## config.mk

```make
export PLATFORM = sky130hd
export DESIGN_NAME = ring_sine_pwm_controller
export DESIGN_NICKNAME = d
export VERILOG_FILES = /design/src/rtl/ring_pwm_pkg.sv /design/src/rtl/ring_sine_pwm_controller.sv /design/src/rtl/pin_sync.sv /design/src/rtl/half_sine_lut.sv
export SDC_FILE = /design/constraint.sdc
export NUM_CORES = 1
export LEC_CHECK = 0
export BUFFER_PORTS_ARGS = -buffer_cell sky130_fd_sc_hd__clkbuf_2
export CAP_MARGIN = 30
export CORE_UTILIZATION = 53
export CTS_CLUSTER_SIZE = 24
export DETAILED_ROUTE_END_ITERATION = 7
export PLACE_DENSITY = 0.71
export SYNTH_ARGS = -nofsm -noshare
export SYNTH_HDL_FRONTEND = slang
export SYNTH_SLANG_ARGS = --single-unit
export TNS_END_PERCENT = 20
```

## constraint.sdc

```tcl
create_clock -name pclk -period 54.6 [get_ports pclk]
set_input_delay 16.38 -clock pclk [delete_from_list [all_inputs] [get_ports pclk]]
set_output_delay 16.38 -clock pclk [all_outputs]
set_load 0.02 [all_outputs]
```

## src/rtl/ring_pwm_pkg.sv

```systemverilog
// Shared constants and types for the sine ring PWM controller
`default_nettype none
package ring_pwm_pkg;
  localparam int CLK_HZ        = 10_000_000;
  localparam int CLK_PERIOD_NS = 100;
  localparam int RESET_MIN_NS  = 1000;
  localparam int RESET_CYCLES  = (RESET_MIN_NS + CLK_PERIOD_NS - 1) / CLK_PERIOD_NS + 1;
  localparam logic [3:0] RESET_LAST = 4'(RESET_CYCLES - 1);

  localparam int FREQ_50_DHZ  = 500;
  localparam int FREQ_167_DHZ = 167;
  localparam int FREQ_25_DHZ  = 250;
  localparam int FREQ_20_DHZ  = 200;
  localparam int TABLE_POINTS = 32;
  localparam int STEP_DIV_50  = CLK_HZ / (2 * FREQ_50_DHZ * TABLE_POINTS) * 10;
  localparam int STEP_DIV_167 = CLK_HZ / (2 * FREQ_167_DHZ * TABLE_POINTS) * 10;
  localparam int STEP_DIV_25  = CLK_HZ / (2 * FREQ_25_DHZ * TABLE_POINTS) * 10;
  localparam int STEP_DIV_20  = CLK_HZ / (2 * FREQ_20_DHZ * TABLE_POINTS) * 10;
  localparam logic [4:0] IDX_PEAK = 5'h0f;
  localparam logic [4:0] IDX_LAST = 5'h1f;

  localparam int OVL_TIMER_MS     = 300;
  localparam int OVL_TIMER_CYCLES = OVL_TIMER_MS * (CLK_HZ / 1000);
  localparam int SHUTDOWN_MS      = 4860;
  localparam int SHUTDOWN_CYCLES  = SHUTDOWN_MS * (CLK_HZ / 1000);

  localparam logic [6:0] PWM_LAST_LO = 7'h7f;
  localparam logic [6:0] PWM_LAST_HI = 7'h3f;
  localparam logic [6:0] DUTY_MAX_LO = 7'h76;
  localparam logic [2:0] ADC_PHASE_LAST = 3'h7;
  localparam int ADC_SAMPLE_DIV = 2048;
  localparam logic [8:0] CORR_UNITY = 9'h080;
  localparam logic [8:0] CORR_FULL  = 9'h100;

  localparam logic [4:0] STEP_NOMINAL = 5'h10;
  localparam logic [4:0] STEP_MAX     = 5'h1f;
  localparam logic [1:0] FLAG_HOLD_HALVES = 2'h2;
  localparam int OVL_THRESHOLD = 4;

  localparam logic [11:0] CTRL_OFFSET   = 12'h000;
  localparam logic [11:0] STATUS_OFFSET = 12'h004;
  localparam logic [11:0] ADC_OFFSET    = 12'h008;
  localparam logic [31:0] CTRL_RESET    = 32'h0000_0000;
  localparam int CTRL_SW_DISABLE_BIT = 0;

  typedef struct packed {
    logic       out_enabled;
    logic       timing;
    logic       shutdown;
    logic       overload;
    logic [4:0] step;
  } prot_status_type;

  typedef enum logic [1:0] {PROT_RUN, PROT_TIMING, PROT_SHUT} prot_state_type;
endpackage
`default_nettype wire

```

## src/rtl/ring_sine_pwm_controller.sv

```systemverilog
// Sine ring PWM controller core with tracking A/D, protection and APB registers
`default_nettype none
module ring_sine_pwm_controller
  import ring_pwm_pkg::*;
#(
  parameter int OVL_PULSE_THRESHOLD = OVL_THRESHOLD,
  parameter int OVL_TIMER_CNT       = OVL_TIMER_CYCLES,
  parameter int SHUTDOWN_CNT        = SHUTDOWN_CYCLES,
  parameter int STEP_CNT_50         = STEP_DIV_50,
  parameter int STEP_CNT_167        = STEP_DIV_167,
  parameter int STEP_CNT_25         = STEP_DIV_25,
  parameter int STEP_CNT_20         = STEP_DIV_20
) (
  input  wire logic        pclk,
  input  wire logic        presetn,
  input  wire logic [11:0] paddr,
  input  wire logic        psel,
  input  wire logic        penable,
  input  wire logic        pwrite,
  input  wire logic [31:0] pwdata,
  output var  logic [31:0] prdata,
  output var  logic        pready,
  output var  logic        pslverr,
  input  wire logic        output_disable_in,
  input  wire logic        pwm_rate_select,
  input  wire logic        ring_freq_sel_bit0,
  input  wire logic        ring_freq_sel_bit1,
  input  wire logic        adc_compare_in,
  input  wire logic        current_limit_n,
  output var  logic        drive_pwm_out,
  output var  logic        adc_dac_pwm_out,
  output var  logic        overload_flag
);
  localparam int TMR_W = 26;
  localparam int ADC_DIV_W = $clog2(ADC_SAMPLE_DIV);

  // Pin synchronisation
  logic [5:0] pin_s;
  wire        inhibit_s = pin_s[5];
  wire        rate_s    = pin_s[4];
  wire [1:0]  freq_s    = pin_s[3:2];
  wire        cmp_s     = pin_s[1];
  wire        cl_low    = ~pin_s[0];

  pin_sync #(
    .WIDTH (6)
  ) u_pin_sync (
    .pclk    (pclk),
    .presetn (presetn),
    .d       ({output_disable_in, pwm_rate_select, ring_freq_sel_bit1, ring_freq_sel_bit0,
               adc_compare_in, current_limit_n}),
    .q       (pin_s)
  );

  // Pin-driven reset
  logic [3:0] rst_cnt_q;
  logic       soft_rst_q;
  wire        rst_cond = inhibit_s & rate_s;

  always_ff @(posedge pclk or negedge presetn) begin
    if (!presetn) begin
      rst_cnt_q  <= 4'h0;
      soft_rst_q <= 1'b0;
    end else if (!rst_cond) begin
      rst_cnt_q  <= 4'h0;
      soft_rst_q <= 1'b0;
    end else if (rst_cnt_q == RESET_LAST) begin
      soft_rst_q <= 1'b1;
    end else begin
      rst_cnt_q  <= rst_cnt_q + 4'h1;
    end
  end

  // Frequency strap, caught after reset release and after a pin reset
  logic [1:0] freq_q;
  logic [1:0] strap_wait_q;
  wire        strap_open = (strap_wait_q != 2'h3) | soft_rst_q;

  always_ff @(posedge pclk or negedge presetn) begin
    if (!presetn) begin
      freq_q       <= 2'h0;
      strap_wait_q <= 2'h0;
    end else begin
      if (strap_open) begin
        freq_q <= freq_s;
      end
      strap_wait_q <= soft_rst_q ? 2'h0 : (strap_open ? strap_wait_q + 2'h1 : strap_wait_q);
    end
  end

  // Sine table stepping
  logic [15:0] sine_div_q;
  logic [4:0]  idx_q;
  logic [7:0]  sine_val;
  wire  [15:0] step_div = (freq_q == 2'b00) ? 16'(STEP_CNT_50 - 1) :
                          (freq_q == 2'b01) ? 16'(STEP_CNT_167 - 1) :
                          (freq_q == 2'b10) ? 16'(STEP_CNT_25 - 1) :
                                              16'(STEP_CNT_20 - 1);
  wire         tick     = (sine_div_q >= step_div);
  wire         half_end = tick & (idx_q == IDX_LAST);
  wire         peak     = tick & (idx_q == IDX_PEAK);

  always_ff @(posedge pclk or negedge presetn) begin
    if (!presetn) begin
      sine_div_q <= 16'h0;
      idx_q      <= 5'h0;
    end else if (soft_rst_q) begin
      sine_div_q <= 16'h0;
      idx_q      <= 5'h0;
    end else begin
      sine_div_q <= tick ? 16'h0 : sine_div_q + 16'h1;
      idx_q      <= tick ? idx_q + 5'h1 : idx_q;
    end
  end

  half_sine_lut u_half_sine_lut (
    .idx (idx_q),
    .val (sine_val)
  );

  // Tracking A/D
  logic [ADC_DIV_W-1:0] adc_div_q;
  logic [7:0] adc_q;
  logic [7:0] reg_adc_q;
  logic [2:0] adc_phase_q;
  logic [4:0] adc_acc_q;
  logic [3:0] adc_hi_q;
  wire        adc_sample = (adc_div_q == ADC_DIV_W'(ADC_SAMPLE_DIV - 1));
  wire        adc_frame  = (adc_phase_q == ADC_PHASE_LAST);
  wire [5:0]  acc_sum    = {1'b0, adc_acc_q} + {1'b0, adc_q[4:0]};
  wire [8:0]  adc_ext    = {1'b0, adc_q};
  wire [8:0]  reg_ext    = {1'b0, reg_adc_q};
  wire        adc_moved  = (adc_ext > reg_ext + 9'h001) | (reg_ext > adc_ext + 9'h001);
  wire [7:0]  adc_up     = (adc_q != 8'hff) ? adc_q + 8'h01 : adc_q;
  wire [7:0]  adc_down   = (adc_q != 8'h00) ? adc_q - 8'h01 : adc_q;

  always_ff @(posedge pclk or negedge presetn) begin
    if (!presetn) begin
      adc_div_q   <= '0;
      adc_q       <= 8'h00;
      reg_adc_q   <= 8'h00;
      adc_phase_q <= 3'h0;
      adc_acc_q   <= 5'h00;
      adc_hi_q    <= 4'h0;
    end else if (soft_rst_q) begin
      adc_div_q   <= '0;
      adc_q       <= 8'h00;
      reg_adc_q   <= 8'h00;
      adc_phase_q <= 3'h0;
      adc_acc_q   <= 5'h00;
      adc_hi_q    <= 4'h0;
    end else begin
      adc_div_q   <= adc_div_q + ADC_DIV_W'(1);
      adc_phase_q <= adc_phase_q + 3'h1;
      if (adc_sample) begin
        adc_q <= cmp_s ? adc_up : adc_down;
      end
      if (peak && adc_moved) begin
        reg_adc_q <= adc_q;
      end
      if (adc_frame) begin
        adc_acc_q <= acc_sum[4:0];
        adc_hi_q  <= {1'b0, adc_q[7:5]} + {3'h0, acc_sum[5]};
      end
    end
  end

  // Duty calculation
  logic [4:0]  step_q;
  logic [6:0]  pwm_cnt_q;
  logic [6:0]  duty_q;
  wire  [8:0]  corr      = (reg_adc_q == 8'h00) ? CORR_UNITY : CORR_FULL - reg_ext;
  wire  [16:0] prod      = {9'h000, sine_val} * {8'h00, corr};
  wire  [16:0] duty_raw  = prod / {9'h000, step_q, 3'b000};
  wire  [6:0]  duty_sat  = (duty_raw[16:1] > {9'h000, DUTY_MAX_LO}) ? DUTY_MAX_LO : duty_raw[7:1];
  wire  [6:0]  duty_eff  = rate_s ? {1'b0, duty_sat[6:1]} : duty_sat;
  wire  [6:0]  pwm_last  = rate_s ? PWM_LAST_HI : PWM_LAST_LO;
  wire         pwm_start = (pwm_cnt_q >= pwm_last);

  // Current limit
  logic cutoff_q;
  logic cl_low_prev_q;
  logic [7:0] pulse_cnt_q;
  wire  cl_fall   = cl_low & ~cl_low_prev_q;
  wire  cutoff_d  = cl_low | (cutoff_q & ~pwm_start);
  wire  over_half = (pulse_cnt_q > 8'(OVL_PULSE_THRESHOLD));
  wire  none_half = (pulse_cnt_q == 8'h00);
  wire [7:0] pulse_inc = (pulse_cnt_q != 8'hff) ? pulse_cnt_q + 8'h01 : pulse_cnt_q;

  always_ff @(posedge pclk or negedge presetn) begin
    if (!presetn) begin
      pwm_cnt_q     <= 7'h00;
      duty_q        <= 7'h00;
      cutoff_q      <= 1'b0;
      cl_low_prev_q <= 1'b0;
      pulse_cnt_q   <= 8'h00;
    end else begin
      pwm_cnt_q     <= pwm_start ? 7'h00 : pwm_cnt_q + 7'h01;
      duty_q        <= pwm_start ? duty_eff : duty_q;
      cutoff_q      <= cutoff_d;
      cl_low_prev_q <= cl_low;
      if (soft_rst_q) begin
        pulse_cnt_q <= 8'h00;
      end else if (half_end) begin
        pulse_cnt_q <= cl_fall ? 8'h01 : 8'h00;
      end else if (cl_fall) begin
        pulse_cnt_q <= pulse_inc;
      end
    end
  end

  // Protection state machine and amplitude step
  prot_state_type prot_q;
  prot_state_type prot_d;
  logic [TMR_W-1:0] tmr_q;
  logic [1:0] hold_q;
  logic       over_last_q;
  wire        ovl_expired  = (tmr_q == TMR_W'(OVL_TIMER_CNT - 1));
  wire        shut_expired = (tmr_q == TMR_W'(SHUTDOWN_CNT - 1));
  wire        at_min       = (step_q == STEP_MAX);

  always_comb begin
    prot_d = prot_q;
    case (prot_q)
      PROT_RUN: begin
        if (half_end && at_min && over_half) begin
          prot_d = PROT_TIMING;
        end
      end
      PROT_TIMING: begin
        if (!at_min) begin
          prot_d = PROT_RUN;
        end else if (ovl_expired) begin
          prot_d = over_last_q ? PROT_SHUT : PROT_RUN;
        end
      end
      PROT_SHUT: begin
        if (shut_expired) begin
          prot_d = PROT_RUN;
        end
      end
      default: prot_d = PROT_RUN;
    endcase
  end

  always_ff @(posedge pclk or negedge presetn) begin
    if (!presetn) begin
      prot_q <= PROT_RUN;
      tmr_q  <= '0;
    end else if (soft_rst_q) begin
      prot_q <= PROT_RUN;
      tmr_q  <= '0;
    end else begin
      prot_q <= prot_d;
      tmr_q  <= (prot_d != prot_q) ? '0 : tmr_q + TMR_W'(1);
    end
  end

  always_ff @(posedge pclk or negedge presetn) begin
    if (!presetn) begin
      step_q      <= STEP_NOMINAL;
      hold_q      <= 2'h0;
      over_last_q <= 1'b0;
    end else if (soft_rst_q) begin
      step_q      <= STEP_NOMINAL;
      hold_q      <= 2'h0;
      over_last_q <= 1'b0;
    end else if (prot_q == PROT_SHUT) begin
      step_q      <= STEP_MAX;
      over_last_q <= 1'b0;
    end else if (half_end) begin
      over_last_q <= over_half;
      if (over_half && !at_min) begin
        step_q <= step_q + 5'h01;
      end else if (none_half && step_q != STEP_NOMINAL) begin
        step_q <= step_q - 5'h01;
      end
      if (none_half && step_q == STEP_NOMINAL + 5'h01) begin
        hold_q <= FLAG_HOLD_HALVES;
      end else if (over_half) begin
        hold_q <= 2'h0;
      end else if (step_q == STEP_NOMINAL && hold_q != 2'h0) begin
        hold_q <= hold_q - 2'h1;
      end
    end
  end

  // Inhibit handling and drive output
  logic ctrl_sw_disable_q;
  logic out_en_q;
  wire  drive_d = out_en_q & ~ctrl_sw_disable_q & (prot_q != PROT_SHUT) & ~cutoff_d & (pwm_cnt_q < duty_q);

  always_ff @(posedge pclk or negedge presetn) begin
    if (!presetn) begin
      out_en_q      <= 1'b0;
      drive_pwm_out <= 1'b0;
      overload_flag <= 1'b0;
    end else begin
      if (soft_rst_q) begin
        out_en_q <= 1'b0;
      end else if (inhibit_s && (rate_s || half_end)) begin
        out_en_q <= 1'b0;
      end else if (!inhibit_s && half_end) begin
        out_en_q <= 1'b1;
      end
      drive_pwm_out <= drive_d;
      overload_flag <= (step_q > STEP_NOMINAL) | (hold_q != 2'h0);
    end
  end

  always_ff @(posedge pclk or negedge presetn) begin
    if (!presetn) begin
      adc_dac_pwm_out <= 1'b0;
    end else begin
      adc_dac_pwm_out <= ({1'b0, adc_phase_q} < adc_hi_q);
    end
  end

  // APB slave, one wait state
  prot_status_type status;
  logic [31:0] ctrl_q;
  wire         apb_access = psel & penable & ~pready;
  wire         apb_commit = psel & penable & pready;
  wire         hit_ctrl   = (paddr == CTRL_OFFSET);
  wire         hit_status = (paddr == STATUS_OFFSET);
  wire         hit_adc    = (paddr == ADC_OFFSET);
  wire         hit_any    = hit_ctrl | hit_status | hit_adc;
  wire [31:0]  rd_mux     = hit_ctrl   ? ctrl_q :
                            hit_status ? {23'h0, status} :
                            hit_adc    ? {16'h0, adc_q, reg_adc_q} : 32'h0;

  assign status = '{out_enabled: out_en_q, timing: (prot_q == PROT_TIMING),
                    shutdown: (prot_q == PROT_SHUT), overload: overload_flag, step: step_q};

  always_ff @(posedge pclk or negedge presetn) begin
    if (!presetn) begin
      pready  <= 1'b0;
      pslverr <= 1'b0;
      prdata  <= 32'h0;
      ctrl_q  <= CTRL_RESET;
    end else begin
      pready  <= apb_access;
      pslverr <= apb_access & ~hit_any;
      prdata  <= (apb_access && !pwrite) ? rd_mux : 32'h0;
      if (apb_commit && pwrite && hit_ctrl) begin
        ctrl_q <= {31'h0, pwdata[CTRL_SW_DISABLE_BIT]};
      end
    end
  end

  assign ctrl_sw_disable_q = ctrl_q[CTRL_SW_DISABLE_BIT];
endmodule
`default_nettype wire

```

## src/rtl/pin_sync.sv

```systemverilog
// Two flip-flop synchroniser for a group of pin inputs
`default_nettype none
module pin_sync #(
  parameter int WIDTH = 1
) (
  input  wire logic             pclk,
  input  wire logic             presetn,
  input  wire logic [WIDTH-1:0] d,
  output var  logic [WIDTH-1:0] q
);
  logic [WIDTH-1:0] meta_q;

  always_ff @(posedge pclk or negedge presetn) begin
    if (!presetn) begin
      meta_q <= '0;
      q      <= '0;
    end else begin
      meta_q <= d;
      q      <= meta_q;
    end
  end
endmodule
`default_nettype wire

```

## src/rtl/half_sine_lut.sv

```systemverilog
// Half sine table, 32 points, mirrored from one quarter
`default_nettype none
module half_sine_lut (
  input  wire logic [4:0] idx,
  output var  logic [7:0] val
);
  logic [3:0] q_idx;

  assign q_idx = idx[4] ? ~idx[3:0] : idx[3:0];

  always_comb begin
    case (q_idx)
      4'h0:    val = 8'h0c;
      4'h1:    val = 8'h25;
      4'h2:    val = 8'h3e;
      4'h3:    val = 8'h56;
      4'h4:    val = 8'h6d;
      4'h5:    val = 8'h83;
      4'h6:    val = 8'h98;
      4'h7:    val = 8'hab;
      4'h8:    val = 8'hbd;
      4'h9:    val = 8'hcd;
      4'ha:    val = 8'hdb;
      4'hb:    val = 8'he7;
      4'hc:    val = 8'hf0;
      4'hd:    val = 8'hf7;
      4'he:    val = 8'hfc;
      default: val = 8'hff;
    endcase
  end
endmodule
`default_nettype wire

```

==> parameters.txt <==
Parameter                              Value

Run status
  Status    finished, final reports clean

Yosys
  Most used flip-flop cell after synthesis    dfrtp_1
  Number of synthesized flops with an enable pin    0
  Largest area contributor in the netlist    dfrtp_1
  Share of the synthesized area in the top cell type    27.3%
  Sequential share of the synthesized area    27.5%
  Leading cell type by number of instances after synthesis    nor2_1
  Gate count of the mapped netlist    1729
  Post-Synthesis Cell Area    14900 um^2
  Number of synthesis warnings    0
  Post-synthesis average cell area    8.64 um^2
  Share of synthesized registers carrying an async set or reset    100%
  Distinct cell type count after synthesis    99
  Leading post-synthesis cells by instance count    nor2_1, ha_1, dfrtp_1, inv_1, nand2_1
  Cell types occupying the most area after synthesis    dfrtp_1, ha_1, nor2_1
  Flop and latch count out of synthesis    164

Critical path
  Crit path launch type    flip-flop
  Maximum cell stage delay along the critical path    770 ps
  Most repeated library cell on the critical path    o21a_1
  Worst R2R End    duty_q[4]
  Critical-path top delay cell    o311ai_0
  Worst Reg2Reg Path Length in Cells    119
  Worst setup path class    flip-flop to flip-flop
  Crit path arrival time    30930 ps
  Critical Path End Type    flip-flop
  Crit-path max FO    17
  Reg-to-reg startpoint    idx_q[4]
  Worst-case register-to-register setup slack    23970 ps
  Required time of the worst setup path    54900 ps

Die
  Area of the core region    27800 um^2
  Floorplan row count    61
  Width of the die    170 um
  DIE AREA    28900 um^2
  Starting utilization of the core area    53.8%
  Number of top-level design ports    92
  Die height    170 um

CTS
  Clk Latency, worst-skew pair    430 ps
  Number of buffers between clock root and the deepest sink    2
  Post-CTS clock slew at the launch and capture registers of the worst setup and hold paths    60 ps
  Buffers inserted by post-CTS timing repair    0
  CTS tree    built
  Hold buffer count at CTS    0
  Number of gates resized after cts    0
  Number of clock sinks    164
  Clock root buffer    clkbuf_16
  Number of buffers added by the clock tree synthesis step    17
  # H-tree levels    4

Flow run
  Maxcap violations    0

STA
  Actual transition at the worst max-transition pin    935 ps
  Clock period minus final worst setup slack    30630 ps
  Worst-case setup margin in the final layout    23970 ps
  Pins Over Slew Limit    0
  Setup repair after global routing missed its margin    false
  Worst slew slack as a fraction of its limit    36.8%
  Final critical-path share of the clock period    56.1%
  Hold Fails Final Rpt    0
  Final setup violation count    0
  Fin Setup TNS    0 ps
  Peak clock frequency supported by timing    32.6 MHz
  Setup clock skew after layout    6.61 ps

Worst hold path
  Type of the tightest min-delay check    flip-flop to flip-flop
  Worst Hold Path EP    u_pin_sync.q[3]
  Worst hold path stage count    0
  Startpoint of the lowest-slack hold path    u_pin_sync.meta_q[3]

Place
  Worst slack at placement    24310 ps
  Instance count after placement with tap cells included    2108
  Routability cong.    0.868
  Quantity of I/O buffers inserted on ports    44
  Final HPWL from detailed placement    24000 um

Global route
  Pin count of the biggest net entering global routing    73
  Wire length of the first global-routing pass    55600 um
  Global-route usage over all layers    23.3%
  Number of global-route vias before repair    11.9k
  Overflow left after global routing    0
  Antenna violations before repair    0

Drt
  WL final    32000 um
  Overall via count from detail_route    12.2k
  Routed vias/inst    5.69
  Iteration count of the initial detailed-routing pass    7
  Number of antenna-violating nets in the routed design    0
  Detailed Route Iter0 Violations    711
  Routed WL per cell    15.0 um
  Number of remaining DRC errors    0

Cells and area
  Ant. Diodes    0
  Final std cells w/o fill    2137
  Fill cell instance count of the final layout    2497
  Final net count    2016
  Growth of design area from synthesis to finish    6.88%
  Ratio of cells with drive above 1 in the final layout    8.13%
[through the flow]
step | area, um^2 | utilization (%) | hold WS, ps
floorplan | 15000 | - | 331
CTS | 16000 | 57.5 | 348
global route | 16000 | 57.5 | 356
detailed placement | 15400 | 55.5 | 335
global placement | 15400 | 55.5 | 332
finish | 16000 | 57.5 | 348
[cell type report]
type                    count  area [um^2]  share of cell area [%]
inverters                 110          413                    2.59
clock inverters             9          109                   0.682
multi-input cells        1405        10200                    63.6
clock buffers              20          437                    2.74
repair buffers             51          277                    1.73
well taps                 378          473                    2.96
flip-flops and latches    164         4110                    25.7
[critical path: cells and delay by family, from the launching register on]
kind                       cells  cell delay (ps)
xor gates and xnor gates       1              420
adders and majority gates     19             6900
and+or+nand+nor               33             7010
DFF                            1              730
buffers and inverters          4              340
muxes                          1              260
AOI/OAI and AO/OA             61            14820
[state kept, by name (all words and copies together), names as in the netlist, 6 cells and up]
| register | cells |
|---|---|
| prdata | 16 |
| adc_div_q | 11 |
| tmr_q | 26 |
| adc_q | 8 |
| pulse_cnt_q | 8 |
| pwm_cnt_q | 7 |
| u_pin_sync.meta_q | 6 |
| reg_adc_q | 8 |
| duty_q | 7 |
| sine_div_q | 16 |
| u_pin_sync.q | 6 |
[metal layers]
| metal | part of all wire [%] | global-route usage, % | wire length (um) | vias to the layer above |
|---|---|---|---|---|
| met2 | 48 | 38.9 | 15300 | 216 |
| met1 | 48 | 31.7 | 15300 | 5821 |
| met5 | 0 | 0 | 0 | - |
| li1 | - | - | - | 6087 |
| met4 | 1.3 | 6.27 | 431 | 0 |
| met3 | 3.4 | 3.00 | 1100 | 34 |
[worst max path at each step]
stage	from	to	slack, ps
floorplan	idx_q[4]	duty_q[4]	28440
global placement	idx_q[4]	duty_q[4]	24890
detailed placement	idx_q[4]	duty_q[4]	24310
CTS	idx_q[4]	duty_q[4]	24140
global route	idx_q[4]	duty_q[4]	21310
finish	idx_q[4]	duty_q[4]	23970
[layout by cell type (no fill, tap or decap), drive strengths merged, types with 15 or more instances in the layout]
cell    synthesis  layout
conb            1      17
nand3          54      54
mux2           15      15
or2            24      24
xnor2          67      67
a211oi         18      18
o21a           34      34
ha            173     173
o21ai          61      61
nor2          291     291
nor2b          20      20
nand2b         28      28
mux2i          35      35
fa             39      39
nand4          28      28
clkbuf         40      63
and3           16      16
dfrtp         163     163
nor3           58      58
xor2           54      54
and2           16      16
o211ai         18      18
a21o           26      26
nand2          90      90
inv           110     111
a21oi          75      75
[kinds of logic (layout without fill, tap and decap cells)]
logic type,count (synthesis),in the layout,share of synthesized area (%)
XOR/XNOR,121,121,7.09
other,1,17,0.0251
adder cells (fa/ha/maj),213,213,19.8
buffers and inverters,176,190,4.97
AND/OR/NAND/NOR,679,679,21.9
AO/OA/AOI/OAI,325,325,15.2
multiplexers,50,50,3.53
flip-flops,164,164,27.5
Power is left out: the tool's default activity adds up to more than one toggle a clock period on the data nets, which glitch-free logic cannot reach.
